$ cat config.mk
export PLATFORM = sky130hd
export DESIGN_NAME = ufb_fractional_baud_gen_tx
export DESIGN_NICKNAME = d
export VERILOG_FILES = /design/src/verilog/ufb_pkg.sv /design/src/verilog/ufb_fractional_baud_gen_tx.sv
export SDC_FILE = /design/constraint.sdc
export NUM_CORES = 1
export LEC_CHECK = 0
export BUFFER_PORTS_ARGS = -buffer_cell sky130_fd_sc_hd__buf_4
export CAP_MARGIN = 20
export CORE_MARGIN = 1
export CORE_UTILIZATION = 28
export DETAILED_ROUTE_END_ITERATION = 10
export SYNTH_ARGS = -nofsm -noshare
export SYNTH_HDL_FRONTEND = slang
export SYNTH_SLANG_ARGS = --single-unit
$ cat constraint.sdc
create_clock -name clk_sys -period 10.2 [get_ports clk_sys]
set_input_delay 0 -clock clk_sys [delete_from_list [all_inputs] [get_ports clk_sys]]
set_output_delay 0 -clock clk_sys [all_outputs]
set_load 0.005 [all_outputs]
$ cat src/verilog/ufb_pkg.sv
// Constants, state type and helper for the fractional rate generator and transmitter.
// Assumes a single clock that stands for the oscillator input of one channel.
package ufb_pkg;
    // Register offsets on the byte-wide register port
    localparam logic [2:0] OFS_DATA = 3'h0;
    localparam logic [2:0] OFS_DIVHI = 3'h1;
    localparam logic [2:0] OFS_DIVFRAC = 3'h2;
    localparam logic [2:0] OFS_LINECTL = 3'h3;
    localparam logic [2:0] OFS_MODEMCTL = 3'h4;
    localparam logic [2:0] OFS_LINESTAT = 3'h5;
    // Values after reset
    localparam logic [7:0] DIVLO_RST = 8'h01;
    localparam logic [7:0] DIVHI_RST = 8'h00;
    localparam logic [5:0] DIVFRAC_RST = 6'h00;
    localparam logic [7:0] LINECTL_RST = 8'h00;
    localparam logic [7:0] MODEMCTL_RST = 8'h00;
    // Field positions
    localparam int MCR_PRESCALE_BIT = 7;
    localparam int LCR_DLAB_BIT = 7;
    localparam int LCR_STOP_BIT = 2;
    localparam int LCR_PAREN_BIT = 3;
    localparam int LCR_PAREVEN_BIT = 4;
    localparam int LSR_THREMPTY_BIT = 5;
    localparam int LSR_TXEMPTY_BIT = 6;
    // Counts
    localparam logic [1:0] PRESCALE_LAST = 2'h3;
    localparam logic [4:0] FIFO_DEPTH = 5'h10;
    localparam logic [20:0] ACC_STEP = 21'h10;
    localparam logic [1:0] MODE_8X = 2'h1;
    localparam logic [1:0] MODE_4X = 2'h2;

    typedef enum logic [2:0] {TX_IDLE, TX_START, TX_DATA, TX_PARITY, TX_STOP} ufb_txst_t;

    // Sampling clocks per serial bit; pattern 11 falls back to 16X
    function automatic logic [5:0] ufb_bit_len(input logic [1:0] mode);
        case (mode)
            MODE_8X: ufb_bit_len = 6'h08;
            MODE_4X: ufb_bit_len = 6'h04;
            default: ufb_bit_len = 6'h10;
        endcase
    endfunction : ufb_bit_len
endpackage : ufb_pkg

$ cat src/verilog/ufb_fractional_baud_gen_tx.sv
// One channel: prescaler, fractional rate generator, transmit FIFO and shifter.
// Assumes the register port is driven synchronously to clk_sys; one instance per channel.
`timescale 1ns/1ns
`default_nettype none

//
// Function
// - Each channel instance owns its own prescaler and rate generator.
// - Modem control bit 7 picks prescaler divide by one or by four.
// - Bit set means divide by four, a quarter of the oscillator clock rate.
// - Generator divides prescaled clock by integer plus sixteenths to make sampling clock.
// - Reset gives divisor one: low 0x01, high 0x00, fraction 0x00.
// - Integer divisor is high byte over low byte.
// - Only four low fraction bits count, adding N sixteenths.
// - Fraction register bits 5:4 select 16X, 8X or 4X sampling.
// - Sampling clock times transmit shifting and is offered to the receiver.
// - Each bit lasts sixteen, eight or four sampling periods.
// - Odd fractions may jitter bit times by one prescaled clock period.
// - Eight-bit shifter fed by a sixteen-byte FIFO whose head is holding register.
// - Character is start, data bits, optional parity, then stop bits.
// - Line status bit 5 shows FIFO empty, bit 6 FIFO and shifter both empty.
// - Data goes out least significant bit first after start.
module ufb_fractional_baud_gen_tx (
    // Clock and reset
    input wire logic clk_sys,
    input wire logic rst,
    // Register port
    input wire logic regCs,
    input wire logic regWr,
    input wire logic regRd,
    input wire logic [2:0] regAddr,
    input wire logic [7:0] regWrData,
    output logic [7:0] regRdData,
    // Serial side
    output logic txOut,
    output logic sampleTick
);
    logic [7:0] divLo_ff;
    logic [7:0] divHi_ff;
    logic [5:0] divFrac_ff;
    logic [7:0] lineCtl_ff;
    logic [7:0] modemCtl_ff;
    logic [7:0] regRdData_ff;
    logic [7:0] nxt_rdData;
    logic [1:0] presCnt_ff;
    logic presTick;
    logic divWrite;
    logic [19:0] acc_ff;
    logic [20:0] accSum;
    logic [20:0] divFull;
    logic sampleTick_ff;
    logic [7:0] fifoMem [16];
    logic [3:0] wrPtr_ff;
    logic [3:0] rdPtr_ff;
    logic [4:0] fifoCount_ff;
    logic push;
    logic pop;
    logic dlab;
    ufb_pkg::ufb_txst_t txState_ff;
    logic [7:0] txShift_ff;
    logic [2:0] bitIdx_ff;
    logic [5:0] sampCnt_ff;
    logic [5:0] bitLen;
    logic [5:0] stopLen;
    logic [5:0] curLen;
    logic parity_ff;
    logic txOut_ff;
    logic [2:0] lastIdx;

    assign dlab = lineCtl_ff[ufb_pkg::LCR_DLAB_BIT];
    assign bitLen = ufb_pkg::ufb_bit_len(divFrac_ff[5:4]);
    assign lastIdx = {1'b0, lineCtl_ff[1:0]} + 3'h4;

    // --------------------------------------------------------------
    // Register writes
    // --------------------------------------------------------------
    always_ff @(posedge clk_sys or posedge rst) begin
        if (rst) begin
            divLo_ff <= ufb_pkg::DIVLO_RST;
            divHi_ff <= ufb_pkg::DIVHI_RST;
            divFrac_ff <= ufb_pkg::DIVFRAC_RST;
            lineCtl_ff <= ufb_pkg::LINECTL_RST;
            modemCtl_ff <= ufb_pkg::MODEMCTL_RST;
        end else if (regCs && regWr) begin
            case (regAddr)
                ufb_pkg::OFS_DATA: if (dlab) divLo_ff <= regWrData;
                ufb_pkg::OFS_DIVHI: if (dlab) divHi_ff <= regWrData;
                ufb_pkg::OFS_DIVFRAC: if (dlab) divFrac_ff <= regWrData[5:0];
                ufb_pkg::OFS_LINECTL: lineCtl_ff <= regWrData;
                ufb_pkg::OFS_MODEMCTL: modemCtl_ff <= regWrData;
                default: ;
            endcase
        end
    end

    // --------------------------------------------------------------
    // Register reads, answered one cycle later; no side effects
    // --------------------------------------------------------------
    always_comb begin
        nxt_rdData = 8'h00;
        case (regAddr)
            ufb_pkg::OFS_DATA: nxt_rdData = dlab ? divLo_ff : 8'h00;
            ufb_pkg::OFS_DIVHI: nxt_rdData = dlab ? divHi_ff : 8'h00;
            ufb_pkg::OFS_DIVFRAC: nxt_rdData = dlab ? {2'h0, divFrac_ff} : 8'h00;
            ufb_pkg::OFS_LINECTL: nxt_rdData = lineCtl_ff;
            ufb_pkg::OFS_MODEMCTL: nxt_rdData = modemCtl_ff;
            ufb_pkg::OFS_LINESTAT: begin
                nxt_rdData[ufb_pkg::LSR_THREMPTY_BIT] = (fifoCount_ff == 5'h00);
                nxt_rdData[ufb_pkg::LSR_TXEMPTY_BIT] = (fifoCount_ff == 5'h00)
                    && (txState_ff == ufb_pkg::TX_IDLE);
            end
            default: nxt_rdData = 8'h00;
        endcase
    end

    always_ff @(posedge clk_sys or posedge rst) begin
        if (rst) begin
            regRdData_ff <= 8'h00;
        end else if (regCs && regRd) begin
            regRdData_ff <= nxt_rdData;
        end
    end

    // --------------------------------------------------------------
    // Prescaler and fractional rate generator
    // --------------------------------------------------------------
    always_ff @(posedge clk_sys or posedge rst) begin
        if (rst) begin
            presCnt_ff <= 2'h0;
        end else begin
            presCnt_ff <= presCnt_ff + 2'h1;
        end
    end

    // Divide by one passes every edge, divide by four every fourth
    assign presTick = modemCtl_ff[ufb_pkg::MCR_PRESCALE_BIT] ?
        (presCnt_ff == ufb_pkg::PRESCALE_LAST) : 1'b1;

    // Divisor in sixteenths; accumulator adds sixteen per prescaled edge
    assign divFull = {1'b0, divHi_ff, divLo_ff, divFrac_ff[3:0]};
    assign accSum = {1'b0, acc_ff} + ufb_pkg::ACC_STEP;
    assign divWrite = regCs && regWr && dlab && (regAddr == ufb_pkg::OFS_DATA
        || regAddr == ufb_pkg::OFS_DIVHI || regAddr == ufb_pkg::OFS_DIVFRAC);

    // Odd fractions spread the remainder, so periods differ by one edge
    always_ff @(posedge clk_sys or posedge rst) begin
        if (rst) begin
            acc_ff <= 20'h00000;
            sampleTick_ff <= 1'b0;
        end else begin
            sampleTick_ff <= 1'b0;
            if (presTick) begin
                if (divFull <= ufb_pkg::ACC_STEP) begin
                    acc_ff <= 20'h00000;
                    sampleTick_ff <= 1'b1;
                end else if (accSum >= divFull) begin
                    acc_ff <= 20'(accSum - divFull);
                    sampleTick_ff <= 1'b1;
                end else begin
                    acc_ff <= accSum[19:0];
                end
            end
            // Divisor write restarts the count, else a stale remainder bursts ticks
            if (divWrite) begin
                acc_ff <= 20'h00000;
            end
        end
    end

    // --------------------------------------------------------------
    // Transmit FIFO; writes to a full FIFO are dropped
    // --------------------------------------------------------------
    assign push = regCs && regWr && (regAddr == ufb_pkg::OFS_DATA) && !dlab
        && (fifoCount_ff != ufb_pkg::FIFO_DEPTH);
    assign pop = (txState_ff == ufb_pkg::TX_IDLE) && (fifoCount_ff != 5'h00) && sampleTick_ff;

    always_ff @(posedge clk_sys) begin
        if (push) begin
            fifoMem[wrPtr_ff] <= regWrData;
        end
    end

    always_ff @(posedge clk_sys or posedge rst) begin
        if (rst) begin
            wrPtr_ff <= 4'h0;
            rdPtr_ff <= 4'h0;
            fifoCount_ff <= 5'h00;
        end else begin
            if (push) wrPtr_ff <= wrPtr_ff + 4'h1;
            if (pop) rdPtr_ff <= rdPtr_ff + 4'h1;
            if (push && !pop) fifoCount_ff <= fifoCount_ff + 5'h01;
            else if (pop && !push) fifoCount_ff <= fifoCount_ff - 5'h01;
        end
    end

    // --------------------------------------------------------------
    // Transmit shifter
    // --------------------------------------------------------------
    // Two stop bits become one and a half with five-bit words
    assign stopLen = !lineCtl_ff[ufb_pkg::LCR_STOP_BIT] ? bitLen :
        (lineCtl_ff[1:0] == 2'h0) ? 6'(bitLen + (bitLen >> 1)) : 6'(bitLen << 1);
    assign curLen = (txState_ff == ufb_pkg::TX_STOP) ? stopLen : bitLen;

    always_ff @(posedge clk_sys or posedge rst) begin
        if (rst) begin
            txState_ff <= ufb_pkg::TX_IDLE;
            txShift_ff <= 8'h00;
            bitIdx_ff <= 3'h0;
            sampCnt_ff <= 6'h00;
            parity_ff <= 1'b0;
            txOut_ff <= 1'b1;
        end else if (sampleTick_ff) begin
            if (txState_ff != ufb_pkg::TX_IDLE && sampCnt_ff != 6'(curLen - 6'h01)) begin
                sampCnt_ff <= sampCnt_ff + 6'h01;
            end else begin
                sampCnt_ff <= 6'h00;
                case (txState_ff)
                    ufb_pkg::TX_IDLE: if (pop) begin
                        txShift_ff <= fifoMem[rdPtr_ff];
                        txOut_ff <= 1'b0;
                        parity_ff <= !lineCtl_ff[ufb_pkg::LCR_PAREVEN_BIT];
                        txState_ff <= ufb_pkg::TX_START;
                    end
                    ufb_pkg::TX_START: begin
                        txOut_ff <= txShift_ff[0];
                        parity_ff <= parity_ff ^ txShift_ff[0];
                        txShift_ff <= txShift_ff >> 1;
                        bitIdx_ff <= 3'h0;
                        txState_ff <= ufb_pkg::TX_DATA;
                    end
                    ufb_pkg::TX_DATA: begin
                        if (bitIdx_ff != lastIdx) begin
                            txOut_ff <= txShift_ff[0];
                            parity_ff <= parity_ff ^ txShift_ff[0];
                            txShift_ff <= txShift_ff >> 1;
                            bitIdx_ff <= bitIdx_ff + 3'h1;
                        end else if (lineCtl_ff[ufb_pkg::LCR_PAREN_BIT]) begin
                            txOut_ff <= parity_ff;
                            txState_ff <= ufb_pkg::TX_PARITY;
                        end else begin
                            txOut_ff <= 1'b1;
                            txState_ff <= ufb_pkg::TX_STOP;
                        end
                    end
                    ufb_pkg::TX_PARITY: begin
                        txOut_ff <= 1'b1;
                        txState_ff <= ufb_pkg::TX_STOP;
                    end
                    default: begin
                        txOut_ff <= 1'b1;
                        txState_ff <= ufb_pkg::TX_IDLE;
                    end
                endcase
            end
        end
    end

    assign regRdData = regRdData_ff;
    assign txOut = txOut_ff;
    assign sampleTick = sampleTick_ff;

    // --------------------------------------------------------------
    // Assertions
    // --------------------------------------------------------------
    property p_reset_div;
        @(posedge clk_sys) disable iff (rst)
        $fell(rst) |-> (divLo_ff == 8'h01 && divHi_ff == 8'h00 && divFrac_ff == 6'h00);
    endproperty
    a_reset_div: assert property (p_reset_div) else $error("divisor not one after reset");

    property p_pres_quarter;
        @(posedge clk_sys) disable iff (rst)
        (modemCtl_ff[7] && $past(modemCtl_ff[7]) && divFull == 21'h10 && sampleTick_ff) ##1
        (modemCtl_ff[7] && divFull == 21'h10)[*4] |-> sampleTick_ff && !$past(sampleTick_ff);
    endproperty
    a_pres_quarter: assert property (p_pres_quarter) else $error("prescale not four");

    property p_pres_bypass;
        @(posedge clk_sys) disable iff (rst)
        (!modemCtl_ff[7] && divFull <= 21'h10) |=> sampleTick_ff;
    endproperty
    a_pres_bypass: assert property (p_pres_bypass) else $error("divide by one stalls");

    property p_start_low;
        @(posedge clk_sys) disable iff (rst)
        pop |=> (txOut_ff == 1'b0 && txState_ff == ufb_pkg::TX_START);
    endproperty
    a_start_low: assert property (p_start_low) else $error("no start bit");

    property p_lsb_first;
        @(posedge clk_sys) disable iff (rst)
        (txState_ff == ufb_pkg::TX_DATA && $past(txState_ff) == ufb_pkg::TX_START)
        |-> txOut_ff == $past(txShift_ff[0]);
    endproperty
    a_lsb_first: assert property (p_lsb_first) else $error("first data bit wrong");

    property p_lsr_order;
        @(posedge clk_sys) disable iff (rst)
        (regCs && regRd && regAddr == ufb_pkg::OFS_LINESTAT)
        |=> (!regRdData_ff[6] || regRdData_ff[5]);
    endproperty
    a_lsr_order: assert property (p_lsr_order) else $error("shifter empty with data queued");

    property p_bit_len;
        @(posedge clk_sys) disable iff (rst)
        (txState_ff == ufb_pkg::TX_DATA) |-> (sampCnt_ff < bitLen);
    endproperty
    a_bit_len: assert property (p_bit_len) else $error("bit longer than ratio");

    property p_fifo_full;
        @(posedge clk_sys) disable iff (rst)
        (fifoCount_ff == 5'h10 && !pop) |=> (fifoCount_ff == 5'h10);
    endproperty
    a_fifo_full: assert property (p_fifo_full) else $error("full FIFO count moved");

    property p_mode_fallback;
        @(posedge clk_sys) disable iff (rst)
        (divFrac_ff[5:4] == 2'h3) |-> (bitLen == 6'h10);
    endproperty
    a_mode_fallback: assert property (p_mode_fallback) else $error("pattern 11 not 16X");
endmodule : ufb_fractional_baud_gen_tx

`default_nettype wire

==> flow_metrics.py, run 1 <==
metrics = {
    "run_status": {
        "status": "finished clean",
    },
    "place": {
        "place_congestion": 0.832,
        "dp_cells": 1459,
        "numPortBuffers": 25,
        "placed_area_um2": 12400,
        "dp_hpwl_mm": 18.2,
    },
    "clocking": {
        "cts_tree": "yes",
        "clockBufferDepth": 3,
        "h-tree-depth": 1,
        "clkSlewWorstSetupHoldPaths_ns": 0.06,
        "insertion_delay_ns": 0.53,
        "cts_num_sinks": 232,
        "cts.repair.resized": 0,
        "cts_hold_buf": 10,
        "cts-root-buf": "clkbuf_16",
        "cts_setup_buffers": 0,
        "cts_buffers": 24,
    },
    "route": {
        "via_count": 7526,
        "routed_wl_mm": 27.0,
        "avgRoutedWirePerCell_um": 17.8,
        "dr.pass1.iters": 5,
        "drc": 0,
        "met1_length_mm": 13.1,
        "ant_nets": 0,
        "post_drt_via_cell_ratio": 4.97,
        "route.met3.wl_mm": 1.10,
        "drt_iter0_markers": 612,
        "dr_wl_met2_mm": 12.3,
        "routed.top_layer": "met5",
    },
    "floorplan": {
        "initial_core_util": 0.284,
        "die_area_um2": 42400,
        "core_area_um2": 40900,
        "die_h_um": 206,
        "die_w_um": 206,
        "std_cell_rows": 74,
        "num_io_pins": 26,
    },
    "power": {
        "combPwrFrac": 0.351,
        "p_int_mw": 2.08,
        "leakage_nw": 4.86,
        "vdd_ir_drop_max_v": 0.000120,
        "power_switching_mw": 1.12,
        "clock_power_share": 0.264,
        "seq_power_share": 0.385,
        "power_density_nw_per_um2": 242,
        "sw_frac_of_total": 0.349,
    },
    "layout": {
        "fin_cells": 1514,
        "syn_to_final_growth_pct": 13.8,
        "num_antenna_cells": 0,
        "drive_gt1_frac": 0.162,
        "seq_area_um2": 6450,
        "layout_common_cells": "128 x edfxtp_1, 100 x dfrtp_1, 76 x nand2_1, 55 x o21ai_0, 52 x inv_1",
        "mostFrequentLayoutCell": "edfxtp_1",
        "stdcell_area_um2": 13200,
        "fill_cells": 4099,
        "final_nets": 1018,
        "multiInputGateArea_um2": 4800,
    },
    "critical_path": {
        "crit_required_ns": 10.62,
        "crit_fanout": 15,
        "path_class": "reg -> reg",
        "crit_cells": 11,
        "crit_family": "simple AND/OR/NAND/NOR gates",
        "worstPathArrival_ns": 4.41,
        "critPathMaxStageDelay_ns": 0.67,
        "slowest_stage": "or2_1",
        "reg2reg_slack_ns": 6.21,
        "cp-end-kind": "flip-flop",
        "rr_worst_depth": 11,
        "cp-start-kind": "flip-flop",
        "cp.buffers_inverters": 0,
        "crit_end": "acc_ff[2]",
        "timing.rr.end": "acc_ff[2]",
        "timing.rr.start": "acc_ff[6]",
        "crit_chain": "and4_1, nand4_1, xnor2_1, ha_1, nand3_1, or3_1, o31a_1, a21oi_1, or2_1, mux2_1, a22o_1",
        "startpoint": "acc_ff[6]",
    },
    "logic_synthesis": {
        "yosysTopAreaCell": "edfxtp_1",
        "synthTopCellsByArea": "edfxtp_1 33%, dfrtp_1 22%, mux4_2 6.4%",
        "yosys_warnings": 0,
        "syn_nets": 988,
        "synth.distinct_cells": 76,
        "netlist.area_leader.share": 0.330,
        "async_flop_share": 0.448,
        "synth_cells": 934,
        "synth_edf_count": 128,
        "ys_ff_latch": 232,
        "ys_seq_area_frac": 0.554,
        "syn_area_um2": 11600,
        "synthFlopType": "edfxtp_1",
        "synth.avg_cell_area_um2": 12.5,
    },
    "global_route": {
        "first_global_vias": 7539,
        "grt_pass1_wl_mm": 42.7,
        "grt-ovfl-total": 0,
        "grt.total_usage": 0.129,
        "antenna_found_initial": 4,
        "grt_max_degree": 73,
    },
    "sta": {
        "relSlewSlack": 0.309,
        "period_needed_ns": 3.99,
        "min_period_over_period": 0.391,
        "setup_tns_ns": 0,
        "max_slew.worst_pin.slew_ns": 1.04,
        "fin_skew_ns": 0.0156,
        "max_freq_mhz": 251,
        "drv_slew": 0,
        "finalSetupViolCount": 0,
        "whs_ns": 0.0663,
        "rsz0062_at_grt": "no",
        "hold_violations": 0,
    },
    "hold_path": {
        "min-delay-path-class": "in -> async",
    },
    "flow_run": {
        "cap_violations": 0,
    },
}
==> layer usage <==
layer,GRT usage,vias to the layer above
li1,-,3569
met1,0.182,3787
met2,0.208,125
met3,0.0203,37
met4,0.0299,8
met5,0,-
==> power groups by stage <==
stage,Sequential (mW),Combinational [mW],Clock [mW]
floorplan,1.20,0.885,0
global placement,1.25,1.10,0
detailed placement,1.25,1.11,0
CTS,1.23,1.12,0.865
global route,1.25,1.24,0.896
finish,1.23,1.12,0.846
==> area by class of cell <==
type	count	share of cell area
clock inverters	12	0.00718
multi-input cells	608	0.363
well taps	532	0.0503
repair buffers	45	0.0274
flip-flops and latches	232	0.487
inverters	53	0.0152
clock buffers	32	0.0499
==> how the worst min path moves through the flow <==
| stage | endpoint | cells after the start |
|---|---|---|
| floorplan | fifoMem[0][0] | 0 |
| global placement | wrPtr_ff[0] | 2 |
| detailed placement | wrPtr_ff[0] | 2 |
| CTS | divHi_ff[6] | 4 |
| global route | regRdData[7] | 3 |
| finish | wrPtr_ff[0] | 3 |
==> metrics by stage <==
stage | power [mW] | setup WS, ns | utilization
5_1_grt | 3.39 | 5.94 | 0.323
2_1_floorplan | 2.08 | 6.84 | -
3_5_place_dp | 2.36 | 6.25 | 0.302
4_1_cts | 3.22 | 6.24 | 0.323
3_3_place_gp | 2.35 | 6.28 | 0.302
6_report | 3.20 | 6.21 | 0.323
==> flip-flops by register name, indices dropped and copies added (netlist names), 5 cells and up <==
| name | flops |
|---|---|
| fifoMem | 128 |
| acc_ff | 20 |
| divHi_ff | 8 |
| divLo_ff | 8 |
| lineCtl_ff | 8 |
| modemCtl_ff | 8 |
| regRdData | 8 |
| txShift_ff | 8 |
| divFrac_ff | 6 |
| sampCnt_ff | 6 |
| fifoCount_ff | 5 |
==> worst min-delay path, delay by kind of cell <==
kind                   cells  cell delay [ns]
buffers and inverters      3             1.02
==> cells in the mapped netlist (all sizes together) (12+ instances only) <==
master and n:
xnor2 37, nand2 76, nor2b 19, nor2 34, edfxtp 128, a21oi 30
o21ai 69, mux2i 22, o22ai 15, inv 53, buf 13, mux4 33
nand4 17, clkbuf 28, and2 13, ha 36, mux2 34, nand3 12
nor3 16, dfrtp 102
==> logic make-up after synthesis <==
family                     share of synthesized area
AOI/OAI and AO/OA                              0.115
xor gates and xnor gates                      0.0361
adders and majority gates                     0.0422
buffers and inverters                         0.0330
DFF                                            0.554
muxes                                          0.116
and+or+nand+nor                                0.103
Note: power is estimated with default switching activity, not from simulation.
==> run 2, diff against run 1 <==
==> constraint.sdc (replaced) <==
create_clock -name clk_sys -period 4.02 [get_ports clk_sys]
set_input_delay 0 -clock clk_sys [delete_from_list [all_inputs] [get_ports clk_sys]]
set_output_delay 0 -clock clk_sys [all_outputs]
set_load 0.005 [all_outputs]
==> run 2 against run 1 <==
Core utilization increased by 0.34 points. Sequential share of layout area decreased by 0.51 points. Maximum frequency increased by 10%. Clock skew decreased by 0.0044 ns. Global-route usage increased by 0.27 points. Sequential power increased to 2.6 times the previous value. Die area unchanged. Clock power increased to 2.8 times the previous value. Wire length increased by 0.50%. Combinational power increased to 2.6 times the previous value. Highest routed layer unchanged.
==> flow_metrics.py, run 2 (synthesis gave the netlist of run 1 again) <==
metrics = {
    "sta": {
        "finalSetupViolCount": 0,
        "finalWorstSetupSlack_ns": 0.404,
        "max_freq_mhz": 277,
        "whs_ns": 0.0393,
        "period_needed_ns": 3.62,
        "hold_violations": 0,
        "drv_slew": 0,
        "setup_tns_ns": 0,
        "min_period_over_period": 0.900,
        "fin_skew_ns": 0.0112,
        "max_slew.worst_pin.slew_ns": 0.961,
        "rsz0062_at_grt": "no",
        "relSlewSlack": 0.357,
    },
    "global_route": {
        "grt-ovfl-total": 0,
        "grt_pass1_wl_mm": 43.2,
        "grt.total_usage": 0.132,
        "antenna_found_initial": 3,
        "grt_max_degree": 65,
        "first_global_vias": 7566,
    },
    "route": {
        "drt_iter0_markers": 567,
        "post_drt_via_cell_ratio": 4.92,
        "routed_wl_mm": 27.1,
        "via_count": 7495,
        "avgRoutedWirePerCell_um": 17.8,
        "drc": 0,
        "ant_nets": 0,
        "dr.pass1.iters": 5,
    },
    "hold_path": {
        "min-delay-path-class": "in -> reg",
        "holdCritStartpoint": "regAddr[1]",
        "min_path_cells": 4,
        "whs_endpoint": "regRdData[6]",
    },
    "floorplan": {
        "initial_core_util": 0.284,
        "die_w_um": 206,
        "std_cell_rows": 74,
        "die_area_um2": 42400,
        "die_h_um": 206,
        "num_io_pins": 26,
        "core_area_um2": 40900,
    },
    "layout": {
        "reg_top3": "fifoMem (128), acc_ff (20)",
        "drive_gt1_frac": 0.174,
        "layout_common_cells": "128 x edfxtp_1, 100 x dfrtp_1, 76 x nand2_1, 55 x o21ai_0, 52 x inv_1",
        "final_nets": 1026,
        "num_antenna_cells": 0,
        "stdcell_area_um2": 13400,
        "fill_cells": 4073,
        "largest_reg_flops": 128,
        "regMostFlops": "fifoMem",
        "fin_cells": 1523,
        "fin_util": 0.327,
        "syn_to_final_growth_pct": 15.0,
        "mostFrequentLayoutCell": "edfxtp_1",
    },
    "critical_path": {
        "reg2reg_slack_ns": 0.40,
        "cp-start-kind": "flip-flop",
        "crit_required_ns": 4.41,
        "crit_chain": "and4_1, nand4_1, xnor2_1, ha_1, nand3_1, or3_1, o31a_1, a21oi_1, or2_4, buf_4, mux2i_1, o21ai_1",
        "crit_family": "simple AND/OR/NAND/NOR gates",
        "crit_fanout": 9,
        "critPathMaxStageDelay_ns": 0.43,
        "cp.buffers_inverters": 1,
        "path_class": "reg -> reg",
        "cp-end-kind": "flip-flop",
        "slowest_stage": "dfrtp_1",
        "timing.rr.end": "acc_ff[9]",
        "timing.rr.start": "acc_ff[6]",
        "rr_worst_depth": 12,
        "worstPathArrival_ns": 4.00,
    },
    "place": {
        "numPortBuffers": 25,
        "placed_area_um2": 12400,
        "place_congestion": 0.836,
        "dp_hpwl_mm": 18.5,
        "dp_cells": 1467,
        "pre_cts_ws_ns": 0.290,
    },
    "clocking": {
        "cts_num_sinks": 232,
        "cts_tree": "yes",
        "clkSlewWorstSetupHoldPaths_ns": 0.06,
        "clockBufferDepth": 3,
        "insertion_delay_ns": 0.54,
        "cts-root-buf": "clkbuf_16",
        "cts_buffers": 25,
        "h-tree-depth": 1,
    },
    "power": {
        "leakage_nw": 4.93,
        "power_density_nw_per_um2": 627,
        "vdd_ir_drop_max_v": 0.000298,
        "finalPower_mw": 8.38,
    },
    "run_status": {
        "status": "finished clean",
    },
    "flow_run": {
        "cap_violations": 0,
    },
}
-- run 2: cell types whose count changed in the layout (fill, tap and decap cells not counted), moves of 2 or more --
| cell | change |
|---|---|
| buf_4 | +8 |
| clkbuf_1 | -2 |
| clkinvlp_4 | +2 |
| bufinv_16 | +2 |
-- run 2: what timing repair did --
| action | CTS | global route |
|---|---|---|
| resized for setup | 0 | 1 |
| setup buffers | 0 | 0 |
| setup endpoints to repair | 0 | 8 |
| hold buffers | 10 | 0 |
| hold endpoints to repair | 234 | 0 |
-- run 2: worst reg2reg max path: stages (launching register included) --
cell and delay (ns):
dfrtp_1 0.43, and4_1 0.28, nand4_1 0.26, xnor2_1 0.21
ha_1 0.38, nand3_1 0.13, or3_1 0.38, o31a_1 0.31
a21oi_1 0.30, or2_4 0.26, buf_4 0.21, mux2i_1 0.23
o21ai_1 0.07
-- run 2: area by class of cell --
cell class / instances / area [um^2] / area share
clock buffer: 30 / 664 / 0.0497
sequential: 232 / 6450 / 0.482
clock inverter: 16 / 175 / 0.0131
tap: 532 / 666 / 0.0498
multi-input combinational: 608 / 4800 / 0.359
timing repair buffer: 52 / 415 / 0.0311
inverter: 53 / 201 / 0.0151
-- run 2: worst max-delay path by stage --
stage          cells after the start    endpoint  startpoint
2_1_floorplan                     15   acc_ff[2]   acc_ff[4]
3_3_place_gp                      12  acc_ff[12]   acc_ff[6]
3_5_place_dp                      12   acc_ff[9]   acc_ff[6]
4_1_cts                           12   acc_ff[9]   acc_ff[6]
5_1_grt                           13   acc_ff[9]   acc_ff[6]
6_report                          12   acc_ff[9]   acc_ff[6]
-- run 2: where the power goes --
part	total (mW)	switching, mW	leakage, nW	internal, mW
clock	2.35	0.969	0.411	1.38
combinational	2.86	1.57	2.07	1.29
sequential	3.17	0.374	2.46	2.80
total	8.38	2.91	4.93	5.47
-- run 2: per-layer routing --
layer  track usage  vias up  routed length [um]
met5             0        -                  43
met3        0.0225       36                1290
met2         0.200      141               12100
met4        0.0415        6                 519
li1              -     3585                   -
met1         0.191     3727               13200
==> run 3, diff against run 2 <==
--- a/config.mk
+++ b/config.mk
@@ -5,6 +5,7 @@
 export SDC_FILE = /design/constraint.sdc
 export NUM_CORES = 1
 export LEC_CHECK = 0
+export ABC_AREA = 1
 export BUFFER_PORTS_ARGS = -buffer_cell sky130_fd_sc_hd__buf_4
 export CAP_MARGIN = 20
 export CORE_MARGIN = 1
==> run 3 against run 2 <==
Sequential cell count unchanged. Combinational power increased by 70%. Cell area rose by 2.9%. Setup slack better by 0.10 ns. Clock skew increased by 0.0080 ns. Core utilization up 0.070 points.
==> flow_metrics.py, run 3 <==
metrics = {
    "route": {
        "post_drt_via_cell_ratio": 4.91,
        "avgRoutedWirePerCell_um": 16.0,
        "ant_nets": 0,
        "routed_wl_mm": 30.5,
        "dr.pass1.iters": 6,
        "via_count": 9327,
        "drt_iter0_markers": 963,
        "drc": 0,
    },
    "global_route": {
        "antenna_found_initial": 0,
        "first_global_vias": 9088,
        "grt.total_usage": 0.141,
        "grt_max_degree": 82,
        "grt-ovfl-total": 0,
        "grt_pass1_wl_mm": 49.3,
    },
    "logic_synthesis": {
        "synth_edf_count": 128,
        "netlist.area_leader.share": 0.322,
        "synthSimpleGateAreaFrac": 0.210,
        "synth.avg_cell_area_um2": 9.22,
        "synthTopCellsByCount": "270 x nand2_1, 144 x nor2_1, 132 x o21ai_0",
        "async_flop_share": 0.448,
        "yosys_warnings": 0,
        "syn_area_um2": 12000,
        "synth_cells": 1296,
        "synthMostInstantiatedCell": "nand2_1",
        "synthFlopType": "edfxtp_1",
        "synthAdderAreaFrac": 0.0410,
        "ys_seq_area_frac": 0.539,
        "synth_top_family_by_area": "simple AND/OR/NAND/NOR gates",
        "muxShareOfSynthArea": 0,
        "synth_xor_area_frac": 0.0264,
        "synthTopCellsByArea": "edfxtp_1 32%, dfrtp_1 21%, nand2_1 8.5%",
        "ys_ff_latch": 232,
        "yosysTopAreaCell": "edfxtp_1",
        "synth-compound-area-share": 0.125,
        "synth.distinct_cells": 56,
        "syn_nets": 1350,
    },
    "sta": {
        "setup_tns_ns": 0,
        "period_needed_ns": 3.52,
        "max_freq_mhz": 284,
        "hold_violations": 0,
        "min_period_over_period": 0.875,
        "whs_ns": 0.0799,
        "relSlewSlack": 0.434,
        "fin_skew_ns": 0.0192,
        "finalSetupViolCount": 0,
        "drv_slew": 0,
        "max_slew.worst_pin.slew_ns": 0.847,
        "rsz0062_at_grt": "no",
    },
    "layout": {
        "regMostFlops": "fifoMem",
        "final_nets": 1394,
        "fill_cells": 4321,
        "fin_util": 0.328,
        "seq_area_um2": 6450,
        "largest_reg_flops": 128,
        "mostFrequentLayoutCell": "nand2_1",
        "reg_top3": "fifoMem (128), acc_ff (20)",
        "syn_to_final_growth_pct": 15.2,
        "multiInputGateArea_um2": 4800,
        "layout_common_cells": "270 x nand2_1, 144 x nor2_1, 132 x o21ai_0, 128 x edfxtp_1, 124 x inv_1",
        "num_antenna_cells": 0,
        "stdcell_area_um2": 13800,
        "drive_gt1_frac": 0.0963,
    },
    "power": {
        "combPwrFrac": 0.469,
        "sw_frac_of_total": 0.437,
        "p_int_mw": 5.83,
        "seq_power_share": 0.311,
        "vdd_ir_drop_max_v": 0.000350,
        "leakage_nw": 5.74,
        "power_density_nw_per_um2": 752,
        "finalPower_mw": 10.4,
        "power_switching_mw": 4.52,
        "clock_power_share": 0.220,
    },
    "critical_path": {
        "crit_fanout": 21,
        "crit_required_ns": 4.45,
        "critPathMaxStageDelay_ns": 0.55,
        "timing.critical_path.mode_cell": "nor2_1",
        "worstPathArrival_ns": 3.95,
        "cp-start-kind": "flip-flop",
        "path_class": "reg -> reg",
        "slowest_stage": "or2_1",
        "crit_chain": "nand3_1, nor2_1, nand2_1, nor2_1, nand3_1, nor2_1, nand3_1, nand2_1, inv_1, ha_1, nand2_1, nor2_1, o21ai_2, or2_1, nand3_4, o22ai_1, inv_2",
        "cp-end-kind": "flip-flop",
    },
    "floorplan": {
        "num_io_pins": 26,
        "die_w_um": 209,
        "initial_core_util": 0.284,
        "die_h_um": 209,
        "core_area_um2": 42000,
        "die_area_um2": 43500,
        "std_cell_rows": 75,
    },
    "place": {
        "numPortBuffers": 25,
        "place_congestion": 0.895,
        "dp_hpwl_mm": 20.8,
        "placed_area_um2": 12700,
    },
    "run_status": {
        "status": "finished clean",
    },
    "clocking": {
        "clkSlewWorstSetupHoldPaths_ns": 0.06,
        "insertion_delay_ns": 0.55,
        "cts_hold_buf": 16,
        "cts_num_sinks": 232,
        "cts_tree": "yes",
        "cts_buffers": 26,
        "cts_setup_buffers": 0,
        "cts.repair.resized": 0,
        "clockBufferDepth": 3,
        "h-tree-depth": 1,
        "cts-root-buf": "clkbuf_16",
    },
    "hold_path": {
        "min-delay-path-class": "in -> reg",
    },
    "flow_run": {
        "cap_violations": 0,
    },
}
[run 3: per-layer routing]
| metal | GRT usage | vias up | routed length, um |
|---|---|---|---|
| met4 | 0.0416 | 0 | 704 |
| li1 | - | 4522 | - |
| met3 | 0.0209 | 45 | 1830 |
| met1 | 0.197 | 4476 | 13900 |
| met5 | 0 | - | 0 |
| met2 | 0.227 | 284 | 14000 |
[run 3: through the flow]
step / instances / setup slack (ns)
floorplan: 1296 / 1.28
global placement: 1832 / 0.642
detailed placement: 1832 / 0.565
CTS: 1896 / 0.551
global route: 1899 / 0.108
finish: 1899 / 0.504
[run 3: cell type report]
class / instances / area share
inverter: 139 / 0.0381
sequential: 232 / 0.468
tap: 539 / 0.0490
multi-input combinational: 884 / 0.349
timing repair buffer: 57 / 0.0356
clock buffer: 36 / 0.0529
clock inverter: 12 / 0.00709
[run 3: power by group through the flow]
stage	clock network [mW]	logic [mW]	registers, mW
after global placement	0	4.73	3.25
after CTS	2.32	4.83	3.21
after detailed placement	0	4.80	3.25
after global routing	2.41	5.50	3.27
after floorplan	0	3.65	3.16
final	2.27	4.86	3.22
[run 3: critical path: cells and delay by family, from the launching register on]
family | cells | cell delay [ns]
and+or+nand+nor | 12 | 2.21
DFF | 1 | 0.42
AOI/OAI and AO/OA | 2 | 0.34
adders and majority gates | 1 | 0.33
buffers and inverters | 2 | 0.10
[run 3: final timing paths]
path,cells after the start,slack (ns),startpoint,to
setup / recovery,17,0.50,acc_ff[4],sampleTick
hold / removal,5,0.08,regWr,wrPtr_ff[0]
setup reg to reg,17,0.50,acc_ff[4],sampleTick
hold reg to reg,1,0.42,presCnt_ff[0],presCnt_ff[0]
max in group asynchronous,6,2.54,rst,txOut
min in group asynchronous,4,0.47,rst,acc_ff[16]
[run 3: cell families (layout without fill, tap and decap cells)]
logic type	Yosys count	count (layout)
adders and majority gates	38	38
buffers and inverters	180	244
AOI/OAI and AO/OA	256	256
xor gates and xnor gates	36	36
DFF	232	232
and+or+nand+nor	554	554
